==> src/include/rtc_pkg.sv <==
package rtc_pkg;
    // ********************************
    // word format
    // ********************************
    localparam int rtc_word_bits = 32;
    localparam int rtc_code_bits = 5;
    localparam int rtc_reg_count = 8;
    localparam logic [4:0] rtc_code_power = 5'h00;
    localparam logic [4:0] rtc_code_level = 5'h01;
    localparam logic [4:0] rtc_code_conv = 5'h02;
    localparam logic [4:0] rtc_code_select = 5'h03;
    localparam logic [4:0] rtc_code_test = 5'h04;
    localparam logic [4:0] rtc_code_ramp = 5'h05;
    localparam logic [4:0] rtc_code_subunit_divide_word_low = 5'h06;
    localparam logic [4:0] rtc_code_reset = 5'h07;
    localparam logic [31:0] rtc_reg_reset = 32'h0000_0000;
    // ********************************
    // field positions
    // ********************************
    localparam int rtc_bit_out_two_cal = 12;
    localparam int rtc_bit_out_one_cal = 11;
    localparam int rtc_bit_osc_on = 10;
    localparam int rtc_bit_osc_cal = 9;
    localparam int rtc_bit_conv_on = 8;
    localparam int rtc_bit_out_two_on = 7;
    localparam int rtc_bit_out_one_on = 6;
    localparam int rtc_bit_lo_on = 5;
    localparam int rtc_level_lsb = 5;
    localparam int rtc_bit_conv_start = 15;
    localparam int rtc_avg_lsb = 13;
    localparam int rtc_conv_div_lsb = 5;
    localparam int rtc_mux_lsb = 12;
    localparam int rtc_bit_io_level = 11;
    localparam int rtc_readback_lsb = 5;
    localparam int rtc_test_lsb = 5;
    localparam int rtc_bit_ramp_on = 29;
    localparam int rtc_int_lsb = 17;
    localparam int rtc_subunit_divide_word_high_lsb = 5;
    localparam int rtc_subunit_divide_word_low_lsb = 5;
    localparam int rtc_bit_master_reset = 25;
    localparam int rtc_step_div_lsb = 12;
    localparam logic [3:0] rtc_mux_low = 4'h0;
    localparam logic [3:0] rtc_mux_high = 4'h1;
    localparam logic [3:0] rtc_mux_conv_tick = 4'h2;
    localparam logic [3:0] rtc_mux_step_tick = 4'h3;
    localparam logic [3:0] rtc_mux_ramp_status = 4'hf;
    localparam logic [5:0] rtc_readback_status = 6'h08;
    // ********************************
    // carriers
    // ********************************
    typedef struct packed {
        logic osc_power_on;
        logic converter_power_on;
        logic out_one_power_on;
        logic out_two_power_on;
        logic local_osc_out_power_on;
    } rtc_power_type;
    typedef struct packed {
        logic out_one_level_cal;
        logic out_two_level_cal;
        logic osc_calibrate;
        logic converter_start;
    } rtc_start_type;
    typedef struct packed {
        logic [26:0] data;
        logic [4:0] target_select_code;
    } rtc_word_type;
endpackage

==> src/logic/rtc_serial_rx.sv <==
`timescale 1ns/100ps
module rtc_serial_rx (
    input wire logic clk,
    input wire logic rst,
    input wire logic serial_clk,
    input wire logic serial_data,
    input wire logic load_enable,
    output rtc_pkg::rtc_word_type word,
    output logic word_valid,
    output logic clk_fall
);
    // ********************************
    // pin synchronisers
    // ********************************
    logic [2:0] meta;
    logic [2:0] sync;
    logic sclk_last;
    logic le_last;
    logic [31:0] shift;
    wire sclk_rise = sync[0] & ~sclk_last;
    wire sclk_fall = ~sync[0] & sclk_last;
    wire le_rise = sync[2] & ~le_last;

    always_ff @(posedge clk or posedge rst) begin
        if (rst) begin
            meta <= 3'h0;
            sync <= 3'h0;
            sclk_last <= 1'b0;
            le_last <= 1'b0;
        end else begin
            meta <= {load_enable, serial_data, serial_clk};
            sync <= meta;
            sclk_last <= sync[0];
            le_last <= sync[2];
        end
    end

    // ********************************
    // shifter
    // ********************************
    always_ff @(posedge clk or posedge rst) begin
        if (rst) begin
            shift <= 32'h0000_0000;
            word <= '0;
            word_valid <= 1'b0;
            clk_fall <= 1'b0;
        end else begin
            if (sclk_rise) begin
                shift <= {shift[30:0], sync[1]};
            end
            word_valid <= le_rise;
            if (le_rise) begin
                word <= shift;
            end
            clk_fall <= sclk_fall;
        end
    end
endmodule

==> src/logic/rtc_ctrl_regs.sv <==
`timescale 1ns/100ps
module rtc_ctrl_regs (
    input wire logic clk,
    input wire logic rst,
    input wire logic serial_clk,
    input wire logic serial_data,
    input wire logic load_enable,
    input wire logic trigger_pin,
    input wire logic ref_div_tick,
    input wire logic pfd_tick,
    output logic readback_data_out,
    output logic readback_level_high,
    output logic diag_select_pin,
    output logic analog_probe_pin_enable,
    output rtc_pkg::rtc_power_type power,
    output rtc_pkg::rtc_start_type start,
    output logic [7:0] level_cal_target,
    output logic [1:0] converter_average,
    output logic converter_sample_tick,
    output logic [14:0] test_bus_select,
    output logic ramp_on,
    output logic ramp_return_initial,
    output logic [11:0] int_divide_word,
    output logic [24:0] subunit_divide_word,
    output logic device_soft_reset,
    output logic [11:0] cal_timestep_divider,
    output logic cal_timestep_tick
);
    // ********************************
    // divider step
    // ********************************
    // returns {wrap, next count}; a divide value of zero acts as one
    function automatic logic [12:0] rtc_div_step(
        input logic [11:0] count,
        input logic [11:0] divide
    );
        logic [11:0] plus_one;
        plus_one = count + 12'h001;
        if (plus_one >= divide) begin
            rtc_div_step = {1'b1, 12'h000};
        end else begin
            rtc_div_step = {1'b0, plus_one};
        end
    endfunction

    // ********************************
    // serial receiver
    // ********************************
    rtc_pkg::rtc_word_type rx_word;
    logic rx_valid;
    logic rx_clk_fall;

    rtc_serial_rx u_rx (
        .clk(clk),
        .rst(rst),
        .serial_clk(serial_clk),
        .serial_data(serial_data),
        .load_enable(load_enable),
        .word(rx_word),
        .word_valid(rx_valid),
        .clk_fall(rx_clk_fall)
    );

    // ********************************
    // write decode
    // ********************************
    logic [31:0] regs [0:7];
    logic soft_rst;
    logic [12:0] subunit_divide_word_low_pending;
    logic [31:0] wr_data;
    logic [4:0] wr_code;
    logic in_range;
    logic wr_power;
    logic wr_conv;
    logic wr_ramp;
    logic wr_subunit_divide_word_low;
    logic wr_reset;
    logic accept;

    assign wr_data = rx_word;
    assign wr_code = rx_word.target_select_code;
    // codes above seven belong to other blocks
    assign in_range = wr_code < 5'(rtc_pkg::rtc_reg_count);
    // while master reset is held only its own word is taken
    assign accept = rx_valid & in_range &
        (~soft_rst | (wr_code == rtc_pkg::rtc_code_reset));
    assign wr_power = accept & (wr_code == rtc_pkg::rtc_code_power);
    assign wr_conv = accept & (wr_code == rtc_pkg::rtc_code_conv);
    assign wr_ramp = accept & (wr_code == rtc_pkg::rtc_code_ramp);
    assign wr_subunit_divide_word_low = accept & (wr_code == rtc_pkg::rtc_code_subunit_divide_word_low);
    assign wr_reset = accept & (wr_code == rtc_pkg::rtc_code_reset);

    // ********************************
    // register store
    // ********************************
    always_ff @(posedge clk or posedge rst) begin
        if (rst) begin
            for (int i = 0; i < rtc_pkg::rtc_reg_count; i++) begin
                regs[i] <= rtc_pkg::rtc_reg_reset;
            end
        end else if (soft_rst & ~wr_reset) begin
            for (int i = 0; i < rtc_pkg::rtc_reg_count; i++) begin
                regs[i] <= rtc_pkg::rtc_reg_reset;
            end
        end else if (accept) begin
            regs[wr_code[2:0]] <= wr_data;
        end
    end

    always_ff @(posedge clk or posedge rst) begin
        if (rst) begin
            soft_rst <= 1'b0;
        end else if (wr_reset) begin
            soft_rst <= wr_data[rtc_pkg::rtc_bit_master_reset];
        end
    end

    // ********************************
    // field views
    // ********************************
    logic [31:0] r_power;
    logic [31:0] r_level;
    logic [31:0] r_conv;
    logic [31:0] r_select;
    logic [31:0] r_test;
    logic [31:0] r_ramp;
    logic [31:0] r_step;
    logic [3:0] mux_select;
    logic [5:0] readback_select;
    logic [14:0] test_field;
    logic [11:0] conv_divide;
    logic [11:0] step_divide;
    logic [12:0] subunit_divide_word_low_field;

    assign r_power = regs[0];
    assign r_level = regs[1];
    assign r_conv = regs[2];
    assign r_select = regs[3];
    assign r_test = regs[4];
    assign r_ramp = regs[5];
    assign r_step = regs[7];
    assign mux_select = r_select[rtc_pkg::rtc_mux_lsb +: 4];
    assign readback_select =
        r_select[rtc_pkg::rtc_readback_lsb +: 6];
    assign test_field = r_test[rtc_pkg::rtc_test_lsb +: 15];
    assign conv_divide =
        {4'h0, r_conv[rtc_pkg::rtc_conv_div_lsb +: 8]};
    assign step_divide = r_step[rtc_pkg::rtc_step_div_lsb +: 12];
    assign subunit_divide_word_low_field = wr_data[rtc_pkg::rtc_subunit_divide_word_low_lsb +: 13];

    // ********************************
    // control outputs
    // ********************************
    always_ff @(posedge clk or posedge rst) begin
        if (rst) begin
            power <= '0;
            level_cal_target <= 8'h00;
            converter_average <= 2'h0;
            test_bus_select <= 15'h0000;
            analog_probe_pin_enable <= 1'b0;
            readback_level_high <= 1'b0;
            int_divide_word <= 12'h000;
            device_soft_reset <= 1'b0;
            cal_timestep_divider <= 12'h000;
        end else begin
            power.osc_power_on <=
                r_power[rtc_pkg::rtc_bit_osc_on];
            power.converter_power_on <=
                r_power[rtc_pkg::rtc_bit_conv_on];
            // both outputs are passed as written; exclusivity is the host's
            power.out_one_power_on <=
                r_power[rtc_pkg::rtc_bit_out_one_on];
            power.out_two_power_on <=
                r_power[rtc_pkg::rtc_bit_out_two_on];
            power.local_osc_out_power_on <=
                r_power[rtc_pkg::rtc_bit_lo_on];
            level_cal_target <=
                r_level[rtc_pkg::rtc_level_lsb +: 8];
            converter_average <=
                r_conv[rtc_pkg::rtc_avg_lsb +: 2];
            test_bus_select <= test_field;
            analog_probe_pin_enable <= test_field != 15'h0000;
            readback_level_high <= r_select[rtc_pkg::rtc_bit_io_level];
            int_divide_word <= r_ramp[rtc_pkg::rtc_int_lsb +: 12];
            device_soft_reset <= soft_rst;
            cal_timestep_divider <= step_divide;
        end
    end

    // ********************************
    // start pulses
    // ********************************
    always_ff @(posedge clk or posedge rst) begin
        if (rst) begin
            start <= '0;
        end else begin
            start.out_two_level_cal <= wr_power &
                wr_data[rtc_pkg::rtc_bit_out_two_cal];
            start.out_one_level_cal <= wr_power &
                wr_data[rtc_pkg::rtc_bit_out_one_cal];
            start.osc_calibrate <= wr_power &
                wr_data[rtc_pkg::rtc_bit_osc_cal];
            start.converter_start <= wr_conv &
                wr_data[rtc_pkg::rtc_bit_conv_start];
        end
    end

    // ********************************
    // fractional word, double buffered
    // ********************************
    // low bits wait until the next high-word write so both halves
    // change in the same cycle and no mixed word reaches the loop
    always_ff @(posedge clk or posedge rst) begin
        if (rst) begin
            subunit_divide_word_low_pending <= 13'h0000;
            subunit_divide_word <= 25'h000_0000;
        end else if (soft_rst) begin
            subunit_divide_word_low_pending <= 13'h0000;
            subunit_divide_word <= 25'h000_0000;
        end else begin
            if (wr_subunit_divide_word_low) begin
                subunit_divide_word_low_pending <= subunit_divide_word_low_field;
            end
            if (wr_ramp) begin
                subunit_divide_word <= {
                    wr_data[rtc_pkg::rtc_subunit_divide_word_high_lsb +: 12],
                    subunit_divide_word_low_pending};
            end
        end
    end

    // ********************************
    // ramp run and stop
    // ********************************
    logic [1:0] trig_meta;
    logic trig_sync;
    logic trig_last;
    logic trig_off;
    logic initial_armed;
    logic ramp_bit;

    assign trig_off = ~trig_sync & trig_last;
    assign ramp_bit = wr_data[rtc_pkg::rtc_bit_ramp_on];

    always_ff @(posedge clk or posedge rst) begin
        if (rst) begin
            trig_meta <= 2'h0;
            trig_sync <= 1'b0;
            trig_last <= 1'b0;
        end else begin
            trig_meta <= {trig_meta[0], trigger_pin};
            trig_sync <= trig_meta[1];
            trig_last <= trig_sync;
        end
    end

    always_ff @(posedge clk or posedge rst) begin
        if (rst) begin
            ramp_on <= 1'b0;
            initial_armed <= 1'b0;
            ramp_return_initial <= 1'b0;
        end else if (soft_rst) begin
            ramp_on <= 1'b0;
            initial_armed <= 1'b0;
            ramp_return_initial <= 1'b0;
        end else begin
            // a written stop lands on the initial frequency only if armed first; a trigger stop always does
            if (wr_subunit_divide_word_low) begin
                initial_armed <= 1'b1;
            end else if (wr_ramp & ~ramp_bit) begin
                initial_armed <= 1'b0;
            end
            if (wr_ramp) begin
                ramp_on <= ramp_bit;
            end else if (trig_off & ramp_on) begin
                ramp_on <= 1'b0;
            end
            ramp_return_initial <= (trig_off & ramp_on & ~wr_ramp) |
                (wr_ramp & ~ramp_bit & ramp_on &
                initial_armed);
        end
    end

    // ********************************
    // clock dividers
    // ********************************
    logic [11:0] conv_count;
    logic [11:0] step_count;
    logic [12:0] conv_step;
    logic [12:0] time_step;

    assign conv_step = rtc_div_step(conv_count, conv_divide);
    assign time_step = rtc_div_step(step_count, step_divide);

    always_ff @(posedge clk or posedge rst) begin
        if (rst) begin
            conv_count <= 12'h000;
            step_count <= 12'h000;
            converter_sample_tick <= 1'b0;
            cal_timestep_tick <= 1'b0;
        end else begin
            if (ref_div_tick) begin
                conv_count <= conv_step[11:0];
            end
            if (pfd_tick) begin
                step_count <= time_step[11:0];
            end
            converter_sample_tick <= ref_div_tick & conv_step[12];
            cal_timestep_tick <= pfd_tick & time_step[12];
        end
    end

    // ********************************
    // diagnostic pin
    // ********************************
    logic ramp_status;
    logic diag_next;

    // ramp status only leaves through the top select code
    assign ramp_status = ramp_on & (test_field != 15'h0000);
    assign diag_next =
        (mux_select == rtc_pkg::rtc_mux_high) ? 1'b1 :
        (mux_select == rtc_pkg::rtc_mux_conv_tick) ? converter_sample_tick :
        (mux_select == rtc_pkg::rtc_mux_step_tick) ? cal_timestep_tick :
        (mux_select == rtc_pkg::rtc_mux_ramp_status) ? ramp_status :
        1'b0;

    always_ff @(posedge clk or posedge rst) begin
        if (rst) begin
            diag_select_pin <= 1'b0;
        end else begin
            diag_select_pin <= diag_next;
        end
    end

    // ********************************
    // readback shifter
    // ********************************
    logic [31:0] readback_source;
    logic [31:0] readback_shift;

    // unknown selects read back as zero
    assign readback_source =
        (readback_select < 6'(rtc_pkg::rtc_reg_count)) ?
            regs[readback_select[2:0]] :
        (readback_select == rtc_pkg::rtc_readback_status) ?
            {26'h000_0000, soft_rst, ramp_on, initial_armed,
            power.osc_power_on, power.out_one_power_on,
            power.out_two_power_on} :
        32'h0000_0000;

    always_ff @(posedge clk or posedge rst) begin
        if (rst) begin
            readback_shift <= 32'h0000_0000;
            readback_data_out <= 1'b0;
        end else begin
            if (rx_valid) begin
                readback_shift <= readback_source;
            end else if (rx_clk_fall) begin
                readback_shift <= {readback_shift[30:0], 1'b0};
            end
            readback_data_out <= readback_shift[31];
        end
    end
endmodule

==> config.mk <==
export PLATFORM = sky130hd
export DESIGN_NAME = rtc_ctrl_regs
export DESIGN_NICKNAME = d
export VERILOG_FILES = /design/src/include/rtc_pkg.sv /design/src/logic/rtc_serial_rx.sv /design/src/logic/rtc_ctrl_regs.sv
export SDC_FILE = /design/constraint.sdc
export NUM_CORES = 1
export LEC_CHECK = 0
export BUFFER_PORTS_ARGS = -buffer_cell sky130_fd_sc_hd__buf_2
export CORE_MARGIN = 8
export CORE_UTILIZATION = 23
export CTS_CLUSTER_SIZE = 25
export DETAILED_ROUTE_END_ITERATION = 8
export GPL_ROUTABILITY_DRIVEN = 1
export GPL_TIMING_DRIVEN = 0
export SYNTH_ARGS = -nofsm -noshare
export SYNTH_HDL_FRONTEND = slang
export SYNTH_SLANG_ARGS = --single-unit
==> constraint.sdc <==
create_clock -name clk -period 14.28 [get_ports clk]
set_input_delay 0.714 -clock clk [delete_from_list [all_inputs] [get_ports clk]]
set_output_delay 0.714 -clock clk [all_outputs]
set_load 0.05 [all_outputs]
== After elaboration in Yosys (flattened, before gate mapping) ==
Cells that the tools add are included.

* Latch bits: 0
* Logic and storage cells: 142
* Register bits after elaboration: 497
* Output and inout bits: 92
* Bits of input ports: 8
* Bits in read-only memories: 0
* Bits in writable memories: 0
* Memories kept: 0

* Muxes and demuxes: 29
* Bitwise gates (word level): 36
* Shift-type cells: 0
* Equal/unequal tests: 9
* Order comparisons: 7
* Div/mod/pow operators: 0
* Add/sub/neg operators: 2
* Multipliers: 0
* Reduce and logical (&&, ||, !) cells: 9

{| class="wikitable"
|+ Operators by type and width
! cell !! number
|-
| $mux W256 || 2
|-
| $bwmux W256 || 1
|-
| $mux W32 || 6
|-
| $bmux W32 S3 || 1
|-
| $demux W32 S3 || 1
|-
| $mux W13 || 4
|-
| $mux W25 || 2
|-
| $add A12 B1 Y12 const B || 2
|-
| $and A1 B1 Y1 || 24
|-
| $eq A5 B3 Y1 const B || 3
|-
| $reduce_bool A15 Y1 || 1
|-
| $ge A12 B12 Y1 || 1
|-
| $ge A12 B8 Y1 || 1
|-
| $mux W1 || 11
|-
| $eq A4 B2 Y1 const B || 2
|-
| $ge A4 B4 Y1 const B || 2
|-
| $not A1 Y1 || 8
|-
| $not A3 Y4 || 2
|-
| $reduce_bool A2 Y1 || 4
|-
| $eq A6 B4 Y1 const B || 1
|-
| $lt A6 B4 Y1 const B || 1
|-
| $mux W6 || 1
|-
| $reduce_bool A3 Y1 || 2
|-
| $eq A5 B2 Y1 const B || 1
|-
| other kinds (7) || 8
|}

== Longest topological paths before layout ==
Gate-level depths: netlist of run 1.

* Depth in word-level cells: 9
* Gate-level depth with buffers: 14
* Depth with buffers taken out: 12

== Cells and area by module ==
A second synthesis of run 1 with hierarchy kept.

* Cell total of the unflattened synthesis: 1609
* Area total of the unflattened synthesis: 20738.6 um^2

{| class="wikitable"
|+ By module, submodules not included
! module !! cells each !! area each (um^2) !! sequential area each (um^2) !! times used
|-
| rtc_ctrl_regs || 1459 || 17894.7 || 10585.2 || 1
|-
| rtc_serial_rx || 150 || 2844.0 || 1851.8 || 1
|}

== Worst setup path after synthesis of run 1 ==
OpenSTA, ideal clock, no wires.

* Path type: reg2reg
* From: register conv_count[0]
* To: register conv_count[3]
* Required time: 14.194 ns
* Period minus slack after synthesis: 2.928 ns
* Arrival: 2.843 ns
* Setup time: 0.086 ns
* Cell stages (with the launch flop): 12
* Slack: 11.352 ns
* Path buffers: 1
* Cells stage by stage: dfrtp_1 -> ha_1 -> nand2_1 -> or3_1 -> xnor2_1 -> ha_1 -> nand2_1 -> o21ai_0 -> or4_1 -> buf_6 -> or4b_4 -> o221ai_2

* Cells in the longest elaborated chain, start to end: 3

{| class="wikitable"
|+ Ends and longest elaborated chain
! element !! RTL line !! text
|-
| start: declaration || rtc_ctrl_regs.sv:287 || <nowiki>logic [11:0] conv_count;</nowiki>
|-
| start signal: assignment || rtc_ctrl_regs.sv:303 || <nowiki>conv_count <= conv_step[11:0];</nowiki>
|-
| $add A12 B1 Y12 * || rtc_ctrl_regs.sv:38 || <nowiki>plus_one = count + 12'h001;</nowiki>
|-
| $ge A12 B8 Y1 || rtc_ctrl_regs.sv:39 || <nowiki>if (plus_one >= divide) begin</nowiki>
|-
| $mux W13 * || rtc_ctrl_regs.sv:39 ||
|}

Mark *: on every way between the ends. The rest lies on a longest branch, timed or not.
A chain may end at the register's enable or synchronous reset.

== Worst setup path in the final report of run 1 ==
* From: register u_rx.word_valid
* To: register regs, in the netlist r_ramp[17]

* Cells in the longest elaborated chain, start to end: 6
* Elaborated cells between the ends (all ways): 7
* Classes of those cells: mux (1); bitwise (5); reduce/logical (1)

{| class="wikitable"
|+ Ends and longest elaborated chain
! element !! RTL line !! text
|-
| start: declaration || rtc_serial_rx.sv:9 || <nowiki>output logic word_valid,</nowiki>
|-
| start signal: assignment || rtc_serial_rx.sv:51 || <nowiki>word_valid <= le_rise;</nowiki>
|-
| $and A1 B1 Y1 * (2 in a row) || rtc_ctrl_regs.sv:85 || <nowiki>assign accept = rx_valid & in_range &</nowiki>
|-
| $and A1 B1 Y1 || rtc_ctrl_regs.sv:91 || <nowiki>assign wr_reset = accept & (wr_code == rtc_pkg::rtc_code_reset);</nowiki>
|-
| $not A1 Y1 || rtc_ctrl_regs.sv:101 || <nowiki>end else if (soft_rst & ~wr_reset) begin</nowiki>
|-
| $and A1 B1 Y1 || rtc_ctrl_regs.sv:101 ||
|-
| $mux W256 / $reduce_bool A2 Y1 (equally long branches) || - ||
|-
| end signal: indexed assignment || rtc_ctrl_regs.sv:99 || <nowiki>regs[i] <= rtc_pkg::rtc_reg_reset;</nowiki>
|-
| end signal: indexed assignment || rtc_ctrl_regs.sv:103 || <nowiki>regs[i] <= rtc_pkg::rtc_reg_reset;</nowiki>
|-
| end signal: indexed assignment || rtc_ctrl_regs.sv:106 || <nowiki>regs[wr_code[2:0]] <= wr_data;</nowiki>
|-
| end: declaration || rtc_ctrl_regs.sv:67 || <nowiki>logic [31:0] regs [0:7];</nowiki>
|}

Marks and branches as above.

==> results of run 1 <==
[through the flow]
step | hold slack (ns) | instance area (sq um) | instances | utilization
after detailed placement | 0.336 | 22700 | 2877 | 0.257
final | 0.257 | 24600 | 2973 | 0.278
after CTS | 0.250 | 24600 | 2971 | 0.278
after floorplan | 0.331 | 20500 | 1600 | -
after global placement | 0.340 | 22500 | 2864 | 0.254
after global routing | 0.254 | 24600 | 2971 | 0.278
[kinds of logic after synthesis]
group | count (synthesis)
DFF | 497
xor gates and xnor gates | 15
and+or+nand+nor | 351
muxes | 189
AOI/OAI and AO/OA | 346
buffers and inverters | 180
adders and majority gates | 22
[worst max-delay path: cells and delay by family (launching register included)]
kind            cells  cell delay [ns]
simple gates        3             0.84
flops               1             0.43
buf+inv             1             0.85
compound gates      2             1.24
[layout make-up]
type                            count  share of cell area
Antenna cell                        2            0.000204
Buffer                            140              0.0229
Clock buffer                       74              0.0617
Clock inverter                     20              0.0125
Inverter                           40             0.00627
Multi-Input combinational cell    923               0.300
Sequential cell                   497               0.506
Tap cell                         1165              0.0594
Timing Repair Buffer              112              0.0302
[power by group through the flow]
stage	clock [W]	sequential, W	combinational, W
2_1_floorplan	0	0.00174	0.000469
6_report	0.00144	0.00167	0.000801
4_1_cts	0.00147	0.00167	0.000805
5_1_grt	0.00153	0.00168	0.000859
3_3_place_gp	0	0.00169	0.000775
3_5_place_dp	0	0.00169	0.000803
[state kept, by name (all words and copies together) (netlist names), 5 cells and up]
signal                           count
r_ramp                              32
cal_timestep_divider                12
power                                5
subunit_divide_word_low_pending     13
conv_count                          12
r_step                              32
u_rx.word                           32
r_conv                              32
r_select                            32
readback_shift                      32
u_rx.shift                          32
subunit_divide_word                 25
regs                                32
step_count                          12
r_level                             32
int_divide_word                     12
level_cal_target                     8
r_test                              32
r_power                             32
test_bus_select                     15
[worst max path at each step]
stage / endpoint / depth (start not counted)
floorplan: analog_probe_pin_enable / 1
global placement: int_divide_word[0] / 2
detailed placement: step_count[6] / 13
CTS: step_count[4] / 13
global route: step_count[2] / 13
finish: r_ramp[17] / 6
[cells in the final DEF, fill, tap and decap left out, types with 8 or more instances in the layout]
cell / count
xor2_1: 8
buf_1: 8
nand3_1: 11
nor3_1: 10
nand2_1: 188
nor2_1: 37
nand3b_1: 16
dfrtp_1: 497
and3_1: 13
mux2i_1: 65
buf_2: 108
a22o_1: 175
a21oi_1: 61
inv_1: 39
mux2_2: 65
mux4_2: 59
clkbuf_8: 9
and2_1: 27
clkbuf_1: 131
o2bb2ai_1: 11
nand2b_1: 13
o31ai_1: 12
nor2b_1: 9
ha_1: 22
o22ai_1: 33
o21ai_0: 32
buf_12: 12
clkbuf_16: 54
[layer usage]
metal	global-route usage	routed length, microns
met1	0.163	26400
met3	0.0232	4000
met4	0.0411	1780
met2	0.200	29600
met5	0	20
==> impl_metrics.py, run 1 <==
metrics = {
    "yosys": {
        "synth_seq_area_share": 0.606,
        "synth_area_per_cell_sq_um": 12.8,
        "syn_nets": 1630,
        "synthFlopType": "dfrtp_1",
        "yosysMostFrequentCell": "dfrtp_1",
        "synth_cell_types": 55,
        "synthCells": 1600,
        "ys_warn_count": 0,
        "synth_top_cell_by_area": "dfrtp_1",
        "synthXorXnorAreaFrac": 0.00640,
        "synth-seq-cells": 497,
        "synthSimpleGateAreaFrac": 0.0821,
        "synthAdderAreaFrac": 0.0134,
        "synth_compound_area_frac": 0.125,
        "synthTopCellsByCount": "dfrtp_1 (497), nand2_1 (188), a22o_1 (175)",
        "synth_top_area_frac": 0.606,
        "ys_async_sr_fraction": 1.00,
        "synthTopCellsByArea": "dfrtp_1 (61%), a22o_1 (7.5%), mux4_2 (6.5%)",
        "netlist_area_sq_um": 20500,
        "synth_mux_area_frac": 0.132,
        "synth_edf_count": 0,
        "synth_top_family_by_area": "multiplexers",
    },
    "placed_design": {
        "io_buffers": 99,
        "gp_congestion": 0.866,
        "post-dp-hpwl_microns": 44500,
        "post-place-ws_ns": 10.94,
    },
    "drt": {
        "viasPerCell": 4.76,
        "totalWireLength_microns": 61800,
        "avgRoutedWirePerCell_microns": 20.8,
        "first_iter_violations": 1197,
        "drc": 0,
        "drtPass1Iterations": 6,
        "num_vias": 14100,
        "ant_nets": 0,
    },
    "global_route": {
        "grt_pass1_wl_microns": 95300,
        "grt_max_degree": 46,
        "grt_usage": 0.123,
        "globalRouteOverflowTotal": 0,
        "grt_pass1_vias": 15000,
        "antenna_found_initial": 1,
    },
    "min_path": {
        "worstHoldPathType": "in -> reg",
        "holdPathEnd": "u_rx.meta[1]",
        "hold_start": "serial_data",
        "min_path_cells": 1,
    },
    "floorplanning": {
        "core.rowCount": 109,
        "initial_utilization": 0.232,
        "die-area_sq_um": 99000,
        "coreArea_sq_um": 88400,
        "num_io_pins": 100,
        "die_width_microns": 315,
        "die_h_microns": 315,
    },
    "worst_setup_path": {
        "arrival_ns": 3.97,
        "cp_max_fo": 10,
        "cp-end-kind": "flop",
        "max_stage_delay_ns": 1.00,
        "startpoint": "u_rx.word_valid",
        "timing.rr.start": "u_rx.word_valid",
        "crit_chain": "nor3b_2 > and2_1 > nand2_1 > a21oi_1 > clkbuf_1 > a22o_1",
        "cp-start-kind": "flop",
        "rrSetupSlack_ns": 10.83,
        "criticalPathCategory": "reg -> reg",
        "reg2regPathDepth": 6,
        "critical_path.slowest_cell": "a21oi_1",
        "rr_endpoint": "r_ramp[17]",
        "cp.required_ns": 14.80,
    },
    "power_and_ir_drop": {
        "power.total_w": 0.00391,
        "pwr-share-seq": 0.427,
        "ir_drop_mv": 0.0776,
        "switchingPower_w": 0.00121,
        "power_frac_comb": 0.205,
        "power.density_nw_per_um2": 159,
        "clkPwrFrac": 0.369,
        "leakage_nw": 11.2,
        "swShare": 0.309,
        "power.internal_w": 0.00270,
    },
    "clocking": {
        "cts_buffers": 53,
        "cts_resized": 0,
        "post_cts_buffers": 0,
        "clk_latency_ns": 0.60,
        "clk_pin_slew_ns": 0.06,
        "hold_buffers": 0,
        "cts-root-buf": "clkbuf_16",
        "ctsHtreeMaxLevel": 2,
        "clock-sinks": 497,
        "ctsLongestPathBuffers": 3,
        "cts_tree": "done",
    },
    "finish": {
        "nets": 1797,
        "syn_to_final_growth_pct": 19.7,
        "seq_area_sq_um": 12400,
        "drive_gt1_frac": 0.191,
        "multi_input_area_sq_um": 7380,
        "fill_cells": 8999,
    },
    "timing": {
        "finalHoldViolations": 0,
        "slew_headroom": 0.0939,
        "finalSetupViolCount": 0,
        "period_needed_ns": 3.45,
        "fmax_mhz": 290,
        "worst_slew_pin_slew_ns": 1.35,
        "slew_violations": 0,
        "clock_skew_ns": 0.0204,
        "period_share": 0.242,
        "tns_ns": 0,
        "fin_ws_ns": 10.83,
        "rsz0062_at_grt": "no",
    },
    "outcome": {
        "status": "finished clean",
    },
    "flow_run": {
        "drv_cap": 0,
    },
}
(Power assumes the default switching activity.)
==> inputs of run 2 (changes only) <==
==> constraint.sdc (replaced) <==
create_clock -name clk -period 2.9 [get_ports clk]
set_input_delay 0.145 -clock clk [delete_from_list [all_inputs] [get_ports clk]]
set_output_delay 0.145 -clock clk [all_outputs]
set_load 0.05 [all_outputs]
==> run 2 against run 1 <==
Net effect:
- worst hold slack worse by 0.027 ns
- sequential share of layout area down 0.61 points
- utilization up 0.35 points
- largest cell class unchanged
- largest power group unchanged
- highest routed layer is now met4
==> impl_metrics.py, run 2 (synthesis gave the netlist of run 1 again) <==
metrics = {
    "finish": {
        "drive_gt1_frac": 0.216,
        "seq_area_sq_um": 12400,
        "final_core_util": 0.281,
        "multi_input_area_sq_um": 7530,
        "nets": 1823,
        "fill_cells": 9007,
        "final_cell_mix": "dfrtp_1 (493), nand2_1 (187), a22o_1 (175), clkbuf_1 (128), buf_2 (109)",
        "syn_to_final_growth_pct": 21.2,
        "final_common_cell": "dfrtp_1",
    },
    "power_and_ir_drop": {
        "power.density_nw_per_um2": 768,
        "leakage_nw": 11.4,
        "ir_drop_mv": 0.382,
    },
    "drt": {
        "drtPass1Iterations": 5,
        "first_iter_violations": 1179,
        "totalWireLength_microns": 62100,
        "ant_nets": 0,
        "viasPerCell": 4.74,
        "avgRoutedWirePerCell_microns": 20.7,
        "drc": 0,
        "num_vias": 14200,
    },
    "worst_setup_path": {
        "rrSetupSlack_ns": 0.01,
        "arrival_ns": 3.40,
        "rr_endpoint": "conv_count[3]",
        "criticalPathCategory": "reg -> reg",
        "crit_buf_inv": 2,
        "crit_chain": "ha_4 > buf_6 > xor2_2 > ha_1 > a211o_1 > a31oi_1 > nor3_1 > or4_1 > buf_6 > or4b_4 > o221ai_2",
        "crit_path_frequent_cell": "buf_6",
        "cp-start-kind": "flop",
        "worst-path-stages": 11,
        "cp_max_fo": 5,
        "cp.required_ns": 3.41,
        "max_stage_delay_ns": 0.48,
        "cp-end-kind": "flop",
        "startpoint": "conv_count[0]",
        "endpoint": "conv_count[3]",
        "reg2regPathDepth": 11,
        "timing.rr.start": "conv_count[0]",
        "critical_path.slowest_cell": "or4b_4",
        "cp_top_family": "simple AND/OR/NAND/NOR gates",
    },
    "global_route": {
        "grt_pass1_wl_microns": 95300,
        "grt_pass1_vias": 14800,
        "antenna_found_initial": 3,
        "globalRouteOverflowTotal": 0,
        "grt_max_degree": 47,
        "grt_usage": 0.123,
    },
    "outcome": {
        "status": "finished clean",
    },
    "timing": {
        "worst_slew_pin_slew_ns": 1.15,
        "slew_violations": 0,
        "hold_ws_ns": 0.230,
        "rsz0062_at_grt": "yes",
        "fmax_mhz": 347,
        "finalHoldViolations": 0,
        "period_needed_ns": 2.89,
        "period_share": 0.995,
        "finalSetupViolCount": 0,
        "clock_skew_ns": 0.0178,
        "slew_headroom": 0.228,
    },
    "floorplanning": {
        "coreArea_sq_um": 88400,
        "die_width_microns": 315,
        "die-area_sq_um": 99000,
        "num_io_pins": 100,
        "core.rowCount": 109,
        "initial_utilization": 0.232,
        "die_h_microns": 315,
    },
    "placed_design": {
        "post-dp-hpwl_microns": 44700,
        "gp_congestion": 0.870,
        "io_buffers": 99,
    },
    "clocking": {
        "cts_tree": "done",
        "clock-sinks": 497,
        "cts_buffers": 53,
        "ctsLongestPathBuffers": 3,
        "clk_latency_ns": 0.60,
        "clk_pin_slew_ns": 0.06,
        "ctsHtreeMaxLevel": 2,
        "cts-root-buf": "clkbuf_16",
    },
    "min_path": {
        "worstHoldPathType": "in -> async",
    },
    "flow_run": {
        "drv_cap": 0,
    },
}
[run 2: changes by cell type in the layout (fill, tap and decap cells not counted), moves of 5 or more]
cell	previous run	this run
buf_4	1	19
clkbuf_2	0	5
bufinv_16	7	2
dlygate4sd3_1	0	7
[run 2: metrics by stage]
stage	setup slack, ns	cell area [sq um]	TNS (ns)	instances	power, W
floorplan	-3.99	20500	-1981.79	1600	0.0109
global placement	-6.56	22500	-3260.35	2864	0.0121
detailed placement	-0.470	22800	-18.54	2879	0.0123
CTS	-0.00199	24700	-0.00199	2987	0.0191
global route	-0.141	24900	-1.69	2999	0.0199
finish	0.0142	24900	0	3001	0.0191
[run 2: worst min-delay path by stage]
stage | end | slack (ns) | depth (start not counted) | start
2_1_floorplan | trig_meta[0] | 0.18 | 0 | trigger_pin
3_3_place_gp | trig_meta[0] | 0.32 | 1 | trigger_pin
3_5_place_dp | device_soft_reset | 0.31 | 2 | rst
4_1_cts | trig_meta[0] | 0.23 | 2 | trigger_pin
5_1_grt | u_rx.meta[0] | 0.25 | 2 | serial_clk
6_report | device_soft_reset | 0.23 | 3 | rst
[run 2: worst register-to-register path: cells and delay by family, from the launching register on]
family / cells / cell delay (ns)
and+or+nand+nor: 3 / 0.98
adders and majority gates: 2 / 0.49
buffers and inverters: 2 / 0.26
xor gates and xnor gates: 1 / 0.17
AOI/OAI and AO/OA: 3 / 0.49
DFF: 1 / 0.43
[run 2: repair_timing]
| item | 4_1_cts | 5_1_grt |
|---|---|---|
| hold buffers | 7 | 0 |
| resized for setup | 25 | 26 |
| setup buffers | 7 | 12 |
| pin swaps | 4 | 18 |
| endpoints found under the hold margin | 39 | 0 |
| endpoints found under the setup margin | 87 | 40 |
[run 2: final cells by class]
type	instances	area share
clock buffer	81	0.0628
sequential	497	0.500
clock inverter	15	0.00599
timing repair buffer	140	0.0400
inverter	40	0.00619
multi-input combinational	923	0.303
antenna	2	0.000201
buffer	138	0.0229
tap	1165	0.0586
[run 2: routing by layer]
metal | GRT usage | up-vias | part of all wire
li1 | - | 6151 | -
met1 | 0.164 | 7404 | 0.43
met2 | 0.200 | 546 | 0.48
met3 | 0.0240 | 115 | 0.066
met4 | 0.0398 | 0 | 0.029
met5 | 0 | - | 0
[run 2: report_power, final]
group | internal [W] | total, W | switching [W]
clock network | 0.00388 | 0.00668 | 0.00280
logic | 0.00157 | 0.00419 | 0.00262
registers | 0.00766 | 0.00822 | 0.000561
==> inputs of run 3 (changes only) <==
--- a/config.mk
+++ b/config.mk
@@ -7,11 +7,12 @@
 export LEC_CHECK = 0
 export BUFFER_PORTS_ARGS = -buffer_cell sky130_fd_sc_hd__buf_2
 export CORE_MARGIN = 8
-export CORE_UTILIZATION = 23
+export CORE_UTILIZATION = 55
 export CTS_CLUSTER_SIZE = 25
 export DETAILED_ROUTE_END_ITERATION = 8
 export GPL_ROUTABILITY_DRIVEN = 1
 export GPL_TIMING_DRIVEN = 0
+export PLACE_DENSITY = 0.76
 export SYNTH_ARGS = -nofsm -noshare
 export SYNTH_HDL_FRONTEND = slang
 export SYNTH_SLANG_ARGS = --single-unit
==> run 3 against run 2 <==
Net effect:
- the flow now finishes with violations (setup timing)
- wire length shrank 7.4%
- combinational power grew 5.0%
- worst hold slack lost 0.0083 ns
- fmax shrank 0.52%
- non-clock buffer count grew 9
- highest routed layer unchanged
==> impl_metrics.py, run 3 (synthesis gave the netlist of run 1 again) <==
metrics = {
    "floorplanning": {
        "die_h_microns": 209,
        "initial_utilization": 0.559,
        "die_width_microns": 209,
        "die-area_sq_um": 43700,
        "num_io_pins": 100,
        "core.rowCount": 70,
        "coreArea_sq_um": 36700,
    },
    "clocking": {
        "ctsHtreeMaxLevel": 2,
        "ctsLongestPathBuffers": 3,
        "clk_latency_ns": 0.60,
        "clk_pin_slew_ns": 0.06,
        "cts_buffers": 50,
        "clock-sinks": 497,
        "cts-root-buf": "clkbuf_16",
        "cts_tree": "done",
    },
    "global_route": {
        "grt_pass1_vias": 15000,
        "grt_usage": 0.259,
        "antenna_found_initial": 0,
        "globalRouteOverflowTotal": 0,
        "grt_pass1_wl_microns": 88700,
        "grt_max_degree": 47,
    },
    "worst_setup_path": {
        "cp-end-kind": "flop",
        "critical_path.slowest_cell": "or4_4",
        "cp.required_ns": 3.41,
        "cp_max_fo": 5,
        "crit_chain": "ha_4 > xor2_1 > ha_1 > a211o_1 > a31oi_2 > nor3_2 > or4_4 > buf_6 > or4b_4 > o221ai_2",
        "crit_buf_inv": 1,
        "worst-path-stages": 10,
        "arrival_ns": 3.42,
        "cp-start-kind": "flop",
        "criticalPathCategory": "reg -> reg",
        "rrSetupSlack_ns": -0.0008,
        "max_stage_delay_ns": 0.49,
        "cp_top_family": "simple AND/OR/NAND/NOR gates",
        "reg2regPathDepth": 10,
    },
    "timing": {
        "finalSetupViolCount": 1,
        "worst_slew_pin_slew_ns": 1.09,
        "slew_headroom": 0.273,
        "clock_skew_ns": 0.0352,
        "hold_ws_ns": 0.222,
        "period_needed_ns": 2.90,
        "fin_ws_ns": -0.000833,
        "fmax_mhz": 345,
        "slew_violations": 0,
        "rsz0062_at_grt": "yes",
        "finalHoldViolations": 0,
        "period_share": 1.00,
        "tns_ns": -0.000833,
    },
    "drt": {
        "num_vias": 14700,
        "totalWireLength_microns": 57500,
        "drtPass1Iterations": 5,
        "ant_nets": 0,
        "avgRoutedWirePerCell_microns": 25.0,
        "first_iter_violations": 1407,
        "viasPerCell": 6.37,
        "drc": 0,
    },
    "min_path": {
        "min_path_cells": 2,
        "worstHoldPathType": "in -> reg",
    },
    "power_and_ir_drop": {
        "ir_drop_mv": 0.484,
        "leakage_nw": 11.4,
        "power.density_nw_per_um2": 781,
    },
    "outcome": {
        "status": "complete, but fails checks",
        "violations": "setup timing",
    },
    "placed_design": {
        "post-dp-hpwl_microns": 38700,
        "io_buffers": 99,
        "gp_congestion": 0.909,
    },
    "finish": {
        "nets": 1829,
        "diodes": 0,
        "drive_gt1_frac": 0.219,
        "final_common_cell": "dfrtp_1",
        "final_core_util": 0.654,
        "syn_to_final_growth_pct": 16.9,
        "final_cell_mix": "dfrtp_1 (494), nand2_1 (188), a22o_1 (175), clkbuf_1 (131), buf_2 (108)",
    },
    "flow_run": {
        "drv_cap": 0,
    },
}
run 3: cell count changes in the layout (fill, tap and decap cells not counted), sizes merged:
cell	change
inv	+1
bufinv	-1
clkbuf	-7
diode	-2
clkinvlp	-1
clkinv	-2
buf	+10
run 3: worst register-to-register path, delay by kind of cell (launching register included):
kind / cells / cell delay [ns]
and+or+nand+nor: 3 / 1.04
buffers and inverters: 1 / 0.15
adders and majority gates: 2 / 0.48
DFF: 1 / 0.43
xor gates and xnor gates: 1 / 0.16
AOI/OAI and AO/OA: 3 / 0.56
run 3: power by group:
group          leakage, nW  switching [W]  total (W)  internal, W
clock network        0.756        0.00269    0.00617      0.00348
logic                 3.78        0.00270    0.00440      0.00170
registers             6.81       0.000505    0.00816      0.00765
total                 11.4        0.00590     0.0187       0.0128
run 3: final cells by class:
class / count / area (sq um)
fillers: 2577 / 12700
repair buffers: 150 / 1080
clock inverters: 12 / 114
inverters: 40 / 154
clock buffers: 75 / 1430
well taps: 468 / 586
plain buffers: 137 / 557
multi-input cells: 923 / 7640
flip-flops and latches: 497 / 12400
run 3: final timing paths:
| kind | from | endpoint |
|---|---|---|
| worst max-delay path | conv_count[0] | conv_count[3] |
| worst min-delay path | serial_clk | u_rx.meta[0] |
| min in group asynchronous | rst | int_divide_word[11] |
| max in group asynchronous | rst | step_count[0] |
| worst min register to register | u_rx.meta[2] | u_rx.sync[2] |
| worst max register to register | conv_count[0] | conv_count[3] |
run 3: through the flow:
| stage | power (W) | setup WS, ns | cell area [sq um] | std cells |
|---|---|---|---|---|
| 4_1_cts | 0.0184 | 0.00218 | 23700 | 2283 |
| 3_3_place_gp | 0.0120 | -6.45 | 21600 | 2167 |
| 2_1_floorplan | 0.0109 | -3.99 | 20500 | 1600 |
| 5_1_grt | 0.0194 | -0.248 | 24000 | 2302 |
| 3_5_place_dp | 0.0121 | -0.491 | 21900 | 2181 |
| 6_report | 0.0187 | -0.000833 | 24000 | 2302 |
run 3: per-layer routing:
metal,vias up,GRT usage,wire length [microns]
li1,6155,-,-
met1,7561,0.348,22800
met2,782,0.405,27100
met3,160,0.0627,5310
met4,0,0.105,2350
met5,-,0,0
run 3: repair_timing:
item / in CTS / in global routing
pin swaps: 4 / 14
hold buffers: 7 / 0
cloned: 0 / 1
resized for setup: 18 / 43
buffers inserted: 10 / 19
hold endpoints to repair: 55 / 0
setup endpoints to repair: 44 / 90
